--- config.mk ---
export PLATFORM = sky130hd
export DESIGN_NAME = ffs_sequencer
export DESIGN_NICKNAME = d
export VERILOG_FILES = /design/src/rtl/ffs_sequencer.v
export VERILOG_INCLUDE_DIRS = /design/src /design/src/pkg
export SDC_FILE = /design/constraint.sdc
export NUM_CORES = 2
export LEC_CHECK = 0
export ABC_AREA = 1
export BUFFER_PORTS_ARGS = -buffer_cell sky130_fd_sc_hd__buf_2
export CELL_PAD_IN_SITES_DETAIL_PLACEMENT = 0
export CELL_PAD_IN_SITES_GLOBAL_PLACEMENT = 1
export CORE_MARGIN = 2
export CORE_UTILIZATION = 40
export CTS_CLUSTER_SIZE = 30
export DETAILED_ROUTE_END_ITERATION = 6
export PLACE_DENSITY_LB_ADDON = 0.1
export SETUP_SLACK_MARGIN = 0.02
export SYNTH_ARGS = -nofsm -noshare
export SYNTH_HDL_FRONTEND = slang
export SYNTH_SLANG_ARGS = --single-unit
--- constraint.sdc ---
create_clock -name clk_in -period 20.7 [get_ports clk_in]
set_input_delay 1.035 -clock clk_in [delete_from_list [all_inputs] [get_ports clk_in]]
set_output_delay 1.035 -clock clk_in [all_outputs]
set_load 0.005 [all_outputs]
--- src/pkg/ffs_defs.vh ---
// Constants for the function sequencer of the flexible-disk controller.
// Assumes inclusion by bare name from the sequencer module.
// Notes on behaviour
// - Fill buffer requests and stores each word
// - Word count follows mode, width and density
// - After done, transfers return error/status
// - Last word sets done, interrupt if enabled
// - Empty buffer presents words, buffer unchanged
// - Request only while a word waits
// - Write sector requests sector then track
// - Successful skip test clears transfer request
// - Density mismatch reports error and terminates
// - Write data plus CRC, buffer unchanged
// - Read sector requests sector then track
// - Illegal track ends with error and done
// - No header in two revolutions: code 70
// - Find data mark, move field into buffer
// - CRC failure sets bit 11, code 200
// - Deleted mark sets status bit 5
// - Code 100 in mode 1 only finishes
// - Key byte must be 0111, else 250
// - Seek track 0, write zero data fields
// - All sectors through track 76, stop on bad header
// - Density set rewrites data fields only
// - Legal track range is 0 to 76
`ifndef FFS_DEFS_VH
`define FFS_DEFS_VH
`define FFS_FN_FILL 3'h0
`define FFS_FN_EMPTY 3'h1
`define FFS_FN_WRITE 3'h2
`define FFS_FN_READ 3'h3
`define FFS_FN_DENSITY 3'h4
`define FFS_WORDS_128 9'h080
`define FFS_WORDS_64 9'h040
`define FFS_WORDS_256 9'h100
`define FFS_TRACK_MAX 7'h4C
`define FFS_SECTOR_MAX 5'h1A
`define FFS_KEY_BYTE 12'h049
`define FFS_ERR_NO_HDR 8'h38
`define FFS_ERR_CRC 8'h80
`define FFS_ERR_KEY 8'hA8
`define FFS_ERR_TRACK 8'h28
`define FFS_ERR_DENSITY 8'hF0
`define FFS_ST_DELETED 5
`define FFS_ST_DRV_DEN 6
`define FFS_ST_DEN_ERR 7
`define FFS_ST_CRC 11
`define FFS_REVS_MAX 2'h2
`endif

--- src/rtl/ffs_sequencer.v ---
// Function sequencer: runs host functions over the interface register handshake.
// Assumes a disk-side engine on the same clock that acts on one-cycle strobes.
//
`timescale 1ns/1ps
`default_nettype none
`include "ffs_defs.vh"
module ffs_sequencer (
    // Clock and reset.
    input wire clk_in,
    input wire rst_in,
    // Host command and flag instructions; load, skip and transfer strobes are one-cycle pulses, mode2 and interrupt enable are levels.
    input wire cmd_load_in,
    input wire [2:0] cmd_func_in,
    input wire cmd_density_in,
    input wire cmd_byte_mode_in,
    input wire mode2_in,
    input wire int_enable_in,
    input wire skip_tr_in,
    input wire xfer_wr_in,
    input wire xfer_rd_in,
    input wire [11:0] xfer_data_in,
    // Host view.
    output reg [11:0] xfer_data_out,
    output reg tr_flag_out,
    output reg done_flag_out,
    output reg err_flag_out,
    output reg irq_out,
    output reg skip_taken_out,
    // Disk engine requests.
    output reg disk_start_out,
    output reg [1:0] disk_op_out,
    output reg [6:0] disk_track_out,
    output reg [4:0] disk_sector_out,
    output reg [11:0] disk_wdata_out,
    // Disk engine answers; disk_op: 0 write, 1 read, 2 density fill.
    input wire disk_density_in,
    input wire disk_rdata_valid_in,
    input wire [11:0] disk_rdata_in,
    input wire disk_wdata_req_in,
    input wire disk_index_in,
    input wire disk_hdr_found_in,
    input wire disk_bad_hdr_in,
    input wire disk_deleted_in,
    input wire disk_crc_ok_in,
    input wire disk_done_in
);
    // State codes.
    // Waiting for a command.
    localparam [3:0] S_IDLE = 4'h0;
    // Taking buffer words from the host.
    localparam [3:0] S_FILL = 4'h1;
    // Handing buffer words to the host.
    localparam [3:0] S_EMPTY = 4'h2;
    // Waiting for the sector address.
    localparam [3:0] S_SECT = 4'h3;
    // Waiting for the track address.
    localparam [3:0] S_TRK = 4'h4;
    // Disk engine at work.
    localparam [3:0] S_DISK = 4'h5;
    // Waiting for the key byte.
    localparam [3:0] S_KEY = 4'h6;
    // Completion: status out, done up.
    localparam [3:0] S_FIN = 4'h7;

    // Sector buffer, 256 words.
    reg [11:0] buf_mem [0:255];
    // Current state.
    reg [3:0] state_ff;
    // Function code of the running command.
    reg [2:0] func_ff;
    // Word width: high for 8-bit words.
    reg den_ff;
    // Buffer word index.
    reg [8:0] idx_ff;
    // Words in one buffer for this command.
    reg [8:0] limit_ff;
    // Error/status register.
    reg [11:0] status_ff;
    // Error code register.
    reg [7:0] code_ff;
    // Error seen during the running command.
    reg err_ff;
    // Revolutions without a matching header.
    reg [1:0] revs_ff;
    // Track address from the host.
    reg [6:0] dtrack_ff;
    // Sector address from the host.
    reg [4:0] dsect_ff;

    // Two-stage synchronisers for the disk-side density and index pins.
    // Density pin, first stage.
    reg den_s1_ff;
    // Density pin, safe to read.
    reg den_s2_ff;
    // Index pin, first stage.
    reg idx_s1_ff;
    // Index pin, safe to read.
    reg idx_s2_ff;
    // Index pin delayed once for edge finding.
    reg idx_s3_ff;
    wire index_pulse = idx_s2_ff & ~idx_s3_ff;

    // Word count from mode, word width and density.
    function [8:0] ffs_words;
        input m2;
        input byte_mode;
        input dd;
        begin
            if (!m2) begin
                ffs_words = byte_mode ? `FFS_WORDS_128 : `FFS_WORDS_64;
            end else if (byte_mode) begin
                ffs_words = dd ? `FFS_WORDS_256 : `FFS_WORDS_128;
            end else begin
                ffs_words = dd ? `FFS_WORDS_128 : `FFS_WORDS_64;
            end
        end
    endfunction

    // Width mask for the host data word.
    function [11:0] ffs_mask;
        input byte_mode;
        input [11:0] d;
        begin
            ffs_mask = byte_mode ? {4'h0, d[7:0]} : d;
        end
    endfunction

    // Synchronisers; first stage feeds only the second.
    always @(posedge clk_in) begin
        den_s1_ff <= disk_density_in;
        den_s2_ff <= den_s1_ff;
        idx_s1_ff <= disk_index_in;
        idx_s2_ff <= idx_s1_ff;
        idx_s3_ff <= idx_s2_ff;
    end

    // Buffer write port: fill from host, read data from disk.
    always @(posedge clk_in) begin
        if (state_ff == S_FILL && xfer_wr_in && !tr_flag_out) begin
            buf_mem[idx_ff[7:0]] <= ffs_mask(den_ff, xfer_data_in);
        end else if (state_ff == S_DISK && func_ff == `FFS_FN_READ && disk_rdata_valid_in) begin
            buf_mem[idx_ff[7:0]] <= disk_rdata_in;
        end
    end

    // Main sequencer.
    always @(posedge clk_in) begin
        if (rst_in) begin
            // Reset clears every sequencer register and flag; the buffer and the synchronisers are not reset.
            state_ff <= S_IDLE;
            func_ff <= 3'h0;
            den_ff <= 1'b0;
            idx_ff <= 9'h000;
            limit_ff <= 9'h000;
            status_ff <= 12'h000;
            code_ff <= 8'h00;
            err_ff <= 1'b0;
            revs_ff <= 2'h0;
            dtrack_ff <= 7'h00;
            dsect_ff <= 5'h00;
            // Host-visible outputs start idle.
            xfer_data_out <= 12'h000;
            tr_flag_out <= 1'b0;
            done_flag_out <= 1'b0;
            err_flag_out <= 1'b0;
            irq_out <= 1'b0;
            skip_taken_out <= 1'b0;
            // Disk requests start idle.
            disk_start_out <= 1'b0;
            disk_op_out <= 2'h0;
            disk_track_out <= 7'h00;
            disk_sector_out <= 5'h00;
            disk_wdata_out <= 12'h000;
        end else begin
            disk_start_out <= 1'b0;
            irq_out <= 1'b0;
            // Skip test succeeds only while the request stands, and clears it.
            skip_taken_out <= skip_tr_in & tr_flag_out;
            if (skip_tr_in && tr_flag_out) begin
                tr_flag_out <= 1'b0;
            end
            case (state_ff)
                S_IDLE: begin
                    // Idle: wait for a command.
                    if (cmd_load_in) begin
                        // Latch the function and its word count.
                        func_ff <= cmd_func_in;
                        den_ff <= cmd_byte_mode_in;
                        limit_ff <= ffs_words(mode2_in, cmd_byte_mode_in, cmd_density_in);
                        status_ff[`FFS_ST_DRV_DEN] <= den_s2_ff;
                        idx_ff <= 9'h000;
                        done_flag_out <= 1'b0;
                        err_flag_out <= 1'b0;
                        err_ff <= 1'b0;
                        revs_ff <= 2'h0;
                        if (cmd_func_in == `FFS_FN_FILL) begin
                            // Fill: ask for the first word.
                            state_ff <= S_FILL;
                            tr_flag_out <= 1'b1;
                        end else if (cmd_func_in == `FFS_FN_EMPTY) begin
                            // Empty: the first word loads next cycle.
                            state_ff <= S_EMPTY;
                        end else if (cmd_func_in == `FFS_FN_WRITE || cmd_func_in == `FFS_FN_READ) begin
                            // Clear status; bit 6 takes the drive density, bit 7 keeps the command density for now.
                            status_ff <= ({11'h000, den_s2_ff} << `FFS_ST_DRV_DEN)
                                | ({11'h000, cmd_density_in} << `FFS_ST_DEN_ERR);
                            tr_flag_out <= 1'b1;
                            state_ff <= S_SECT;
                        end else if (cmd_func_in == `FFS_FN_DENSITY && mode2_in) begin
                            // Bit 7 carries the wanted density to the key step.
                            status_ff[`FFS_ST_DEN_ERR] <= cmd_density_in;
                            tr_flag_out <= 1'b1;
                            state_ff <= S_KEY;
                        end else begin
                            // Mode 1 density code and others just finish.
                            state_ff <= S_FIN;
                        end
                    end else if (xfer_rd_in && done_flag_out) begin
                        // After done, a read reloads status.
                        xfer_data_out <= status_ff;
                    end
                end
                S_FILL: begin
                    // Each word is taken once its request has been tested.
                    if (xfer_wr_in && !tr_flag_out) begin
                        if (idx_ff + 9'h001 == limit_ff) begin
                            state_ff <= S_FIN;
                        end else begin
                            idx_ff <= idx_ff + 9'h001;
                            tr_flag_out <= 1'b1;
                        end
                    end
                end
                S_EMPTY: begin
                    // Load the next word, then raise the request for it.
                    if (!tr_flag_out && (idx_ff == 9'h000 || xfer_rd_in)) begin
                        if (idx_ff == limit_ff) begin
                            state_ff <= S_FIN;
                        end else begin
                            xfer_data_out <= ffs_mask(den_ff, buf_mem[idx_ff[7:0]]);
                            tr_flag_out <= 1'b1;
                            idx_ff <= idx_ff + 9'h001;
                        end
                    end
                end
                S_SECT: begin
                    // Take the sector, then ask for the track.
                    if (xfer_wr_in && !tr_flag_out) begin
                        dsect_ff <= xfer_data_in[4:0];
                        tr_flag_out <= 1'b1;
                        state_ff <= S_TRK;
                    end
                end
                S_TRK: begin
                    // Check track and density before starting the engine.
                    if (xfer_wr_in && !tr_flag_out) begin
                        dtrack_ff <= xfer_data_in[6:0];
                        idx_ff <= 9'h000;
                        if (xfer_data_in > {5'h00, `FFS_TRACK_MAX}) begin
                            status_ff[`FFS_ST_DEN_ERR] <= 1'b0;
                            code_ff <= `FFS_ERR_TRACK;
                            err_ff <= 1'b1;
                            state_ff <= S_FIN;
                        end else if (mode2_in ? (status_ff[`FFS_ST_DEN_ERR] != den_s2_ff)
                                              : den_s2_ff) begin
                            status_ff[`FFS_ST_DEN_ERR] <= 1'b1;
                            code_ff <= `FFS_ERR_DENSITY;
                            err_ff <= 1'b1;
                            state_ff <= S_FIN;
                        end else begin
                            status_ff[`FFS_ST_DEN_ERR] <= 1'b0;
                            disk_op_out <= (func_ff == `FFS_FN_WRITE) ? 2'h0 : 2'h1;
                            disk_track_out <= xfer_data_in[6:0];
                            disk_sector_out <= dsect_ff;
                            disk_start_out <= 1'b1;
                            state_ff <= S_DISK;
                        end
                    end
                end
                S_KEY: begin
                    // Only the right key byte starts the whole-disk fill.
                    if (xfer_wr_in && !tr_flag_out) begin
                        if (xfer_data_in != `FFS_KEY_BYTE) begin
                            code_ff <= `FFS_ERR_KEY;
                            err_ff <= 1'b1;
                            state_ff <= S_FIN;
                        end else begin
                            // Engine walks tracks 0..76, sectors 1..26, data fields only.
                            disk_op_out <= 2'h2;
                            disk_track_out <= 7'h00;
                            disk_sector_out <= 5'h01;
                            disk_wdata_out <= 12'h000;
                            disk_start_out <= 1'b1;
                            status_ff[`FFS_ST_DRV_DEN] <= status_ff[`FFS_ST_DEN_ERR];
                            status_ff[`FFS_ST_DEN_ERR] <= 1'b0;
                            state_ff <= S_DISK;
                        end
                    end
                end
                S_DISK: begin
                    // Write source data from the unchanged buffer.
                    if (disk_wdata_req_in && func_ff == `FFS_FN_WRITE) begin
                        disk_wdata_out <= buf_mem[idx_ff[7:0]];
                        idx_ff <= idx_ff + 9'h001;
                    end
                    if (disk_rdata_valid_in && func_ff == `FFS_FN_READ) begin
                        idx_ff <= idx_ff + 9'h001;
                    end
                    if (index_pulse && !disk_hdr_found_in && func_ff != `FFS_FN_DENSITY) begin
                        revs_ff <= revs_ff + 2'h1;
                    end
                    if (disk_bad_hdr_in && func_ff == `FFS_FN_DENSITY) begin
                        err_ff <= 1'b1;
                        state_ff <= S_FIN;
                    end else if (revs_ff == `FFS_REVS_MAX) begin
                        // Two revolutions without a header end the transfer.
                        code_ff <= `FFS_ERR_NO_HDR;
                        err_ff <= 1'b1;
                        state_ff <= S_FIN;
                    end else if (disk_done_in) begin
                        // The engine's done ends every transfer.
                        if (func_ff == `FFS_FN_READ) begin
                            status_ff[`FFS_ST_DELETED] <= disk_deleted_in;
                            if (!disk_crc_ok_in) begin
                                status_ff[`FFS_ST_CRC] <= 1'b1;
                                code_ff <= `FFS_ERR_CRC;
                                err_ff <= 1'b1;
                            end
                        end
                        state_ff <= S_FIN;
                    end
                end
                S_FIN: begin
                    // Completion: status to interface, done, optional interrupt.
                    xfer_data_out <= status_ff;
                    tr_flag_out <= 1'b0;
                    done_flag_out <= 1'b1;
                    err_flag_out <= err_ff;
                    irq_out <= int_enable_in;
                    state_ff <= S_IDLE;
                end
                default: begin
                    // Unused codes fall back to idle.
                    state_ff <= S_IDLE;
                end
            endcase
        end
    end
endmodule
`default_nettype wire

## Word-level counts from Yosys, hierarchy flattened

Memories as Yosys holds them, arrays and structs flattened. A register that Yosys moved wholly into a read port is not among the register bits.
Cells that the tools add are included.

- Word-level logic and storage cells: 268
- Output and inout bits: 44
- Bits in registers: 95
- RAM bits: 3072
- Input port bits: 46
- Memories: 1

Memories:

| name | depth | width | read ports | clocked after Yosys merged registers in | wr ports | RTL line | RTL |
|---|---|---|---|---|---|---|---|
| buf_mem | 256 | 12 | 1 | 1 | 1 | ffs_sequencer.v:66 | `reg [11:0] buf_mem [0:255];` |

- Order comparisons: 1
- Eq/ne operators: 52
- Reductions and logical operators: 46
- Bitwise operators: 8
- Add/sub/neg operators: 2
- Multiplexer cells: 129

Operators with widths:

| operator | count |
|---|---|
| two-way mux 12 bit | 13 |
| two-way mux 9 bit | 11 |
| two-way mux 4 bit | 12 |
| two-way mux 1 bit | 46 |
| one-hot mux 9 bit (5 select lines) | 1 |
| two-way mux 7 bit | 6 |
| != test 2 bit, second input constant | 21 |
| one-hot mux 12 bit (3 select lines) | 1 |
| two-way mux 8 bit | 4 |
| one-hot mux 4 bit (7 select lines) | 1 |
| AND reduction 9 bit | 3 |
| two-way mux 5 bit | 5 |
| two-way mux 2 bit | 12 |
| one-hot mux 12 bit (2 select lines) | 1 |
| == test 9 bit | 2 |
| == test 4 x 3 -> 1 bit, second input constant | 4 |
| AND reduction 8 bit | 2 |
| logical AND 1 bit | 14 |
| one-hot mux 7 bit (2 select lines) | 1 |
| == test 3 x 2 -> 1 bit, second input constant | 4 |
| greater-than comparator 12 x 7 -> 1 bit, second input constant | 1 |
| != test 12 x 7 -> 1 bit, second input constant | 1 |
| one-hot mux 1 bit (2 select lines) | 6 |
| != test 2 x 1 -> 1 bit, second input constant | 5 |
| 38 further kinds | 61 |

## Longest topological paths before layout

- Depth after elaboration: 8
- Mapped depth: 15
- Gate-level depth less buffers: 15

## Worst setup path before layout

No wires, ideal clock.

- Path type: input -> register
- Start: input disk_rdata_valid_in
- End: memory buf_mem[0][10] (data pin)
- Arrival: 11829 ps
- Library setup time: 2242 ps
- Stages: 4
- Path buffers: 1
- Slack: 6628 ps
- Cell sequence: nand4_1 -> nor2_4 -> clkbuf_1 -> o31ai_1

- Longest elaborated chain between the ends: 5

Ends and longest elaborated chain:

| what | RTL line | RTL |
|---|---|---|
| start, declared | ffs_sequencer.v:37 | `input wire disk_rdata_valid_in,` |
| logical AND 1 bit | ffs_sequencer.v:141 | `` end else if (state_ff == S_DISK && func_ff == `FFS_FN_READ && disk_rdata_valid_in) begin `` |
| two-way mux 1 bit | ffs_sequencer.v:141 |  |
| two-way mux 1 bit | ffs_sequencer.v:139 | `if (state_ff == S_FILL && xfer_wr_in && !tr_flag_out) begin` |
| two-way mux 1 bit (implied by the code) | ffs_sequencer.v:142 | `buf_mem[idx_ff[7:0]] <= disk_rdata_in;` |
| two-way mux 12 bit (no source line) | - |  |
| end, declared | ffs_sequencer.v:66 |  |

No other way between the ends.

==> metrics.md <==
| Metric | Value |
|---|---|
| Worst setup EP type | flip-flop |
| Worst VDD drop | 0.0778 mV |
| Post-synthesis register bit count | 3160 |
| Period minus WS final | 6.73 ns |
| Place WS | 13.74 ns |
| Initial antenna violation count | 25 |
| Unrepaired setup endpoints after global routing | false |
| Ys Warns | 0 |
| Metal2 WL | 189000 um |
| Layout area overhead | 12.2% |
| Non-filler cells, final | 15300 |
| CP Max Fanout | 203 |
| Met3 WL | 31600 um |
| Gr ovfl total | 0 |
| Routed WL per cell | 27.4 um |
| F_max | 149 MHz |
| Initial Util | 0.402 |
| Vias/cell | 5.57 |
| Total GRT Usage | 0.254 |
| Buffers added on ports | 89 |
| CTS tree | done |
| DP HPWL | 233000 um |
| Average instance area after synthesis | 11.8 um2 |
| Max cap viols | 0 |
| Crit-path slowest cell | buf_4 |
| Post-synth ARST share | 0 |
| Drt first pass iters | 6 |
| Vias | 85200 |
| Core area | 318000 um2 |
| Drt drc | 0 |
| Nets | 10900 |
| Setup violations, final | 0 |
| Sink Count | 3160 |
| DR top layer | met5 |
| Cts bufs inserted | 349 |
| Pwr per Cell Area | 121 nW/um2 |
| Final setup TNS | 0 ns |
| Synthesized Nets | 10900 |
| Most frequent cells in the layout | nand2_1, nand3_1, edfxtp_1 |
| Final worst setup slack | 13.97 ns |
| Largest net degree at the start of global routing | 204 |
| CP top delay family | buffers and inverters |
| Initial DRC count | 9478 |
| CP cell instances | inv_16 > buf_4 > buf_12 > buf_12 > buf_4 > buf_4 > nand2_1 > nand3_1 > nand3_1 > nand3_1 > nand3_1 > nand3_1 > nand3_1 > nand3_1 > nand3_1 > a21oi_1 |
| Leakage | 0.0496 uW |
| Crit path arrival time | 7.56 ns |
| Largest stage delay on the critical path | 0.91 ns |
| Commonest non-fill, non-tap cell in the layout | nand2_1 |
| Post-Synthesis Cells | 10800 |
| Root Driver | clkbuf_16 |
| Outcome | complete, no violations |
| Die ar. | 325000 um2 |
| Deepest clock path buffer count | 4 |
| Primary FF master, synth | edfxtp_1 |
| Vias in the first global route | 81200 |
| Post-synth EDFFs | 3072 |
| CP required | 21.54 ns |
| Worst clock skew | 0.0605 ns |
| CP most frequent cell | nand3_1 |
| Tcrit/Tclk final | 0.325 |
| Synth Cell Area | 128000 um2 |
| Placed Cells incl. Taps | 14600 |
| RD Place Congestion | 0.854 |
| Netlist cell types | 43 |
| Post-CTS resize count | 0 |
| Die W | 570 um |
| Die height | 570 um |
| Design area | 144000 um2 |
| Rel. slew slack | 0.0397 |
| Clock-pin slew on the worst setup and hold paths | 0.06 ns |
| Sequential area share after synthesis | 0.734 |
| Post-route ant nets | 0 |
| Wirelength, routed | 419000 um |
| CP Class | reg2reg |
| Worst skew pair latency | 0.96 ns |
| Layout cell share with drive strength beyond 1 | 0.0863 |
| CP Launch Type | flip-flop |
| Met1 Wirelength | 188000 um |
| First-pass GRT wire length | 602000 um |
| # IOs | 90 |
| H-Tree Level Count | 5 |
| Hold buffer count at CTS | 0 |
| Slew @ Worst Pin | 1.44 ns |
| Area after DPL | 133000 um2 |
| Worst Hold Class | in2reg |
| Endpoints failing hold | 0 |
| Rows | 207 |
| Bufs and invs on worst path | 6 |
| Slew Limit Fails | 0 |
| Setup bufs post-CTS | 0 |
power breakdown:
group	internal [uW]	switching, uW
registers	7150	88.7
clock network	3360	2610
logic	973	3270
cell families after synthesis:
kind of cell             synth area share
adder cells (fa/ha/maj)          0.000782
flip-flops                          0.734
AND/OR/NAND/NOR                     0.228
XOR/XNOR                         0.000616
multiplexers                    0.0000879
AO/OA/AOI/OAI                     0.00569
buffers and inverters              0.0308
worst reg2reg max path: stages, from the launching register on:
cell and delay (ns):
dfxtp_4 0.56, inv_16 0.64, buf_4 0.77, buf_12 0.62
buf_12 0.71, buf_4 0.86, buf_4 0.93, nand2_1 0.17
nand3_1 0.11, nand3_1 0.13, nand3_1 0.13, nand3_1 0.09
nand3_1 0.16, nand3_1 0.22, nand3_1 0.29, nand3_1 0.11
a21oi_1 0.15
through the flow:
step	utilization	hold WS (ns)	total power [uW]
3_3_place_gp	0.417	0.322	11600
5_1_grt	0.451	0.196	18200
2_1_floorplan	-	0.310	10000
6_report	0.451	0.233	17500
3_5_place_dp	0.417	0.316	11600
4_1_cts	0.451	0.167	17500
sequential cells by signal (all words and copies together), names as in the netlist, 4 cells and up, named ones only:
name / count
xfer_data_out: 12
disk_track_out: 7
disk_sector_out: 5
buf_mem: 3072
status_ff: 4
idx_ff: 9
dsect_ff: 5
disk_wdata_out: 12
final cells by class:
cell class,instances,area [um2]
fillers,29000,175000
flip-flops and latches,3160,94000
multi-input cells,6842,30400
clock buffers,450,9270
well taps,4180,5230
repair buffers,375,2810
clock inverters,185,1550
inverters,94,394
diodes,7,17.5
worst paths after layout:
check                    startpoint                        endpoint  slack [ns]  cells past startpoint
hold / removal        disk_index_in               idx_s1_ff$_DFF_P_        0.23                      1
setup / recovery          flip-flop  disk_wdata_out[3]$_SDFFE_PP0P_       13.97                     16
setup reg to reg          flip-flop  disk_wdata_out[3]$_SDFFE_PP0P_       13.97                     16
hold reg to reg   idx_s1_ff$_DFF_P_               idx_s2_ff$_DFF_P_        0.32                      0
synth_stat cells (5+ instances only):
library cell / n / share of area
nand2_1: 3217 / 0.094
buf_2: 409 / 0.016
nor2_4: 8 / 0.00070
nand3_1: 3096 / 0.12
dfxtp_1: 88 / 0.014
clkinv_1: 5 / 0.00015
nor2_1: 327 / 0.0096
nand4_1: 6 / 0.00029
edfxtp_1: 3072 / 0.72
clkbuf_1: 167 / 0.0049
nor3_1: 6 / 0.00023
ha_1: 8 / 0.00078
nand2_2: 13 / 0.00064
o21ai_1: 8 / 0.00031
buf_1: 77 / 0.0023
buf_4: 53 / 0.0031
a21oi_1: 70 / 0.0027
nor2_2: 6 / 0.00029
inv_1: 77 / 0.0023
buf_6: 20 / 0.0018
xor2_1: 7 / 0.00048
inv_2: 11 / 0.00032
o21ai_0: 36 / 0.0014
nand3_2: 7 / 0.00055
per-layer routing:
| metal | global-route usage | up-vias |
|---|---|---|
| li1 | - | 38500 |
| met1 | 0.374 | 42900 |
| met2 | 0.389 | 3146 |
| met3 | 0.0455 | 563 |
| met4 | 0.0609 | 4 |
| met5 | 0 | - |
Note: power is estimated with default switching activity, not from simulation.
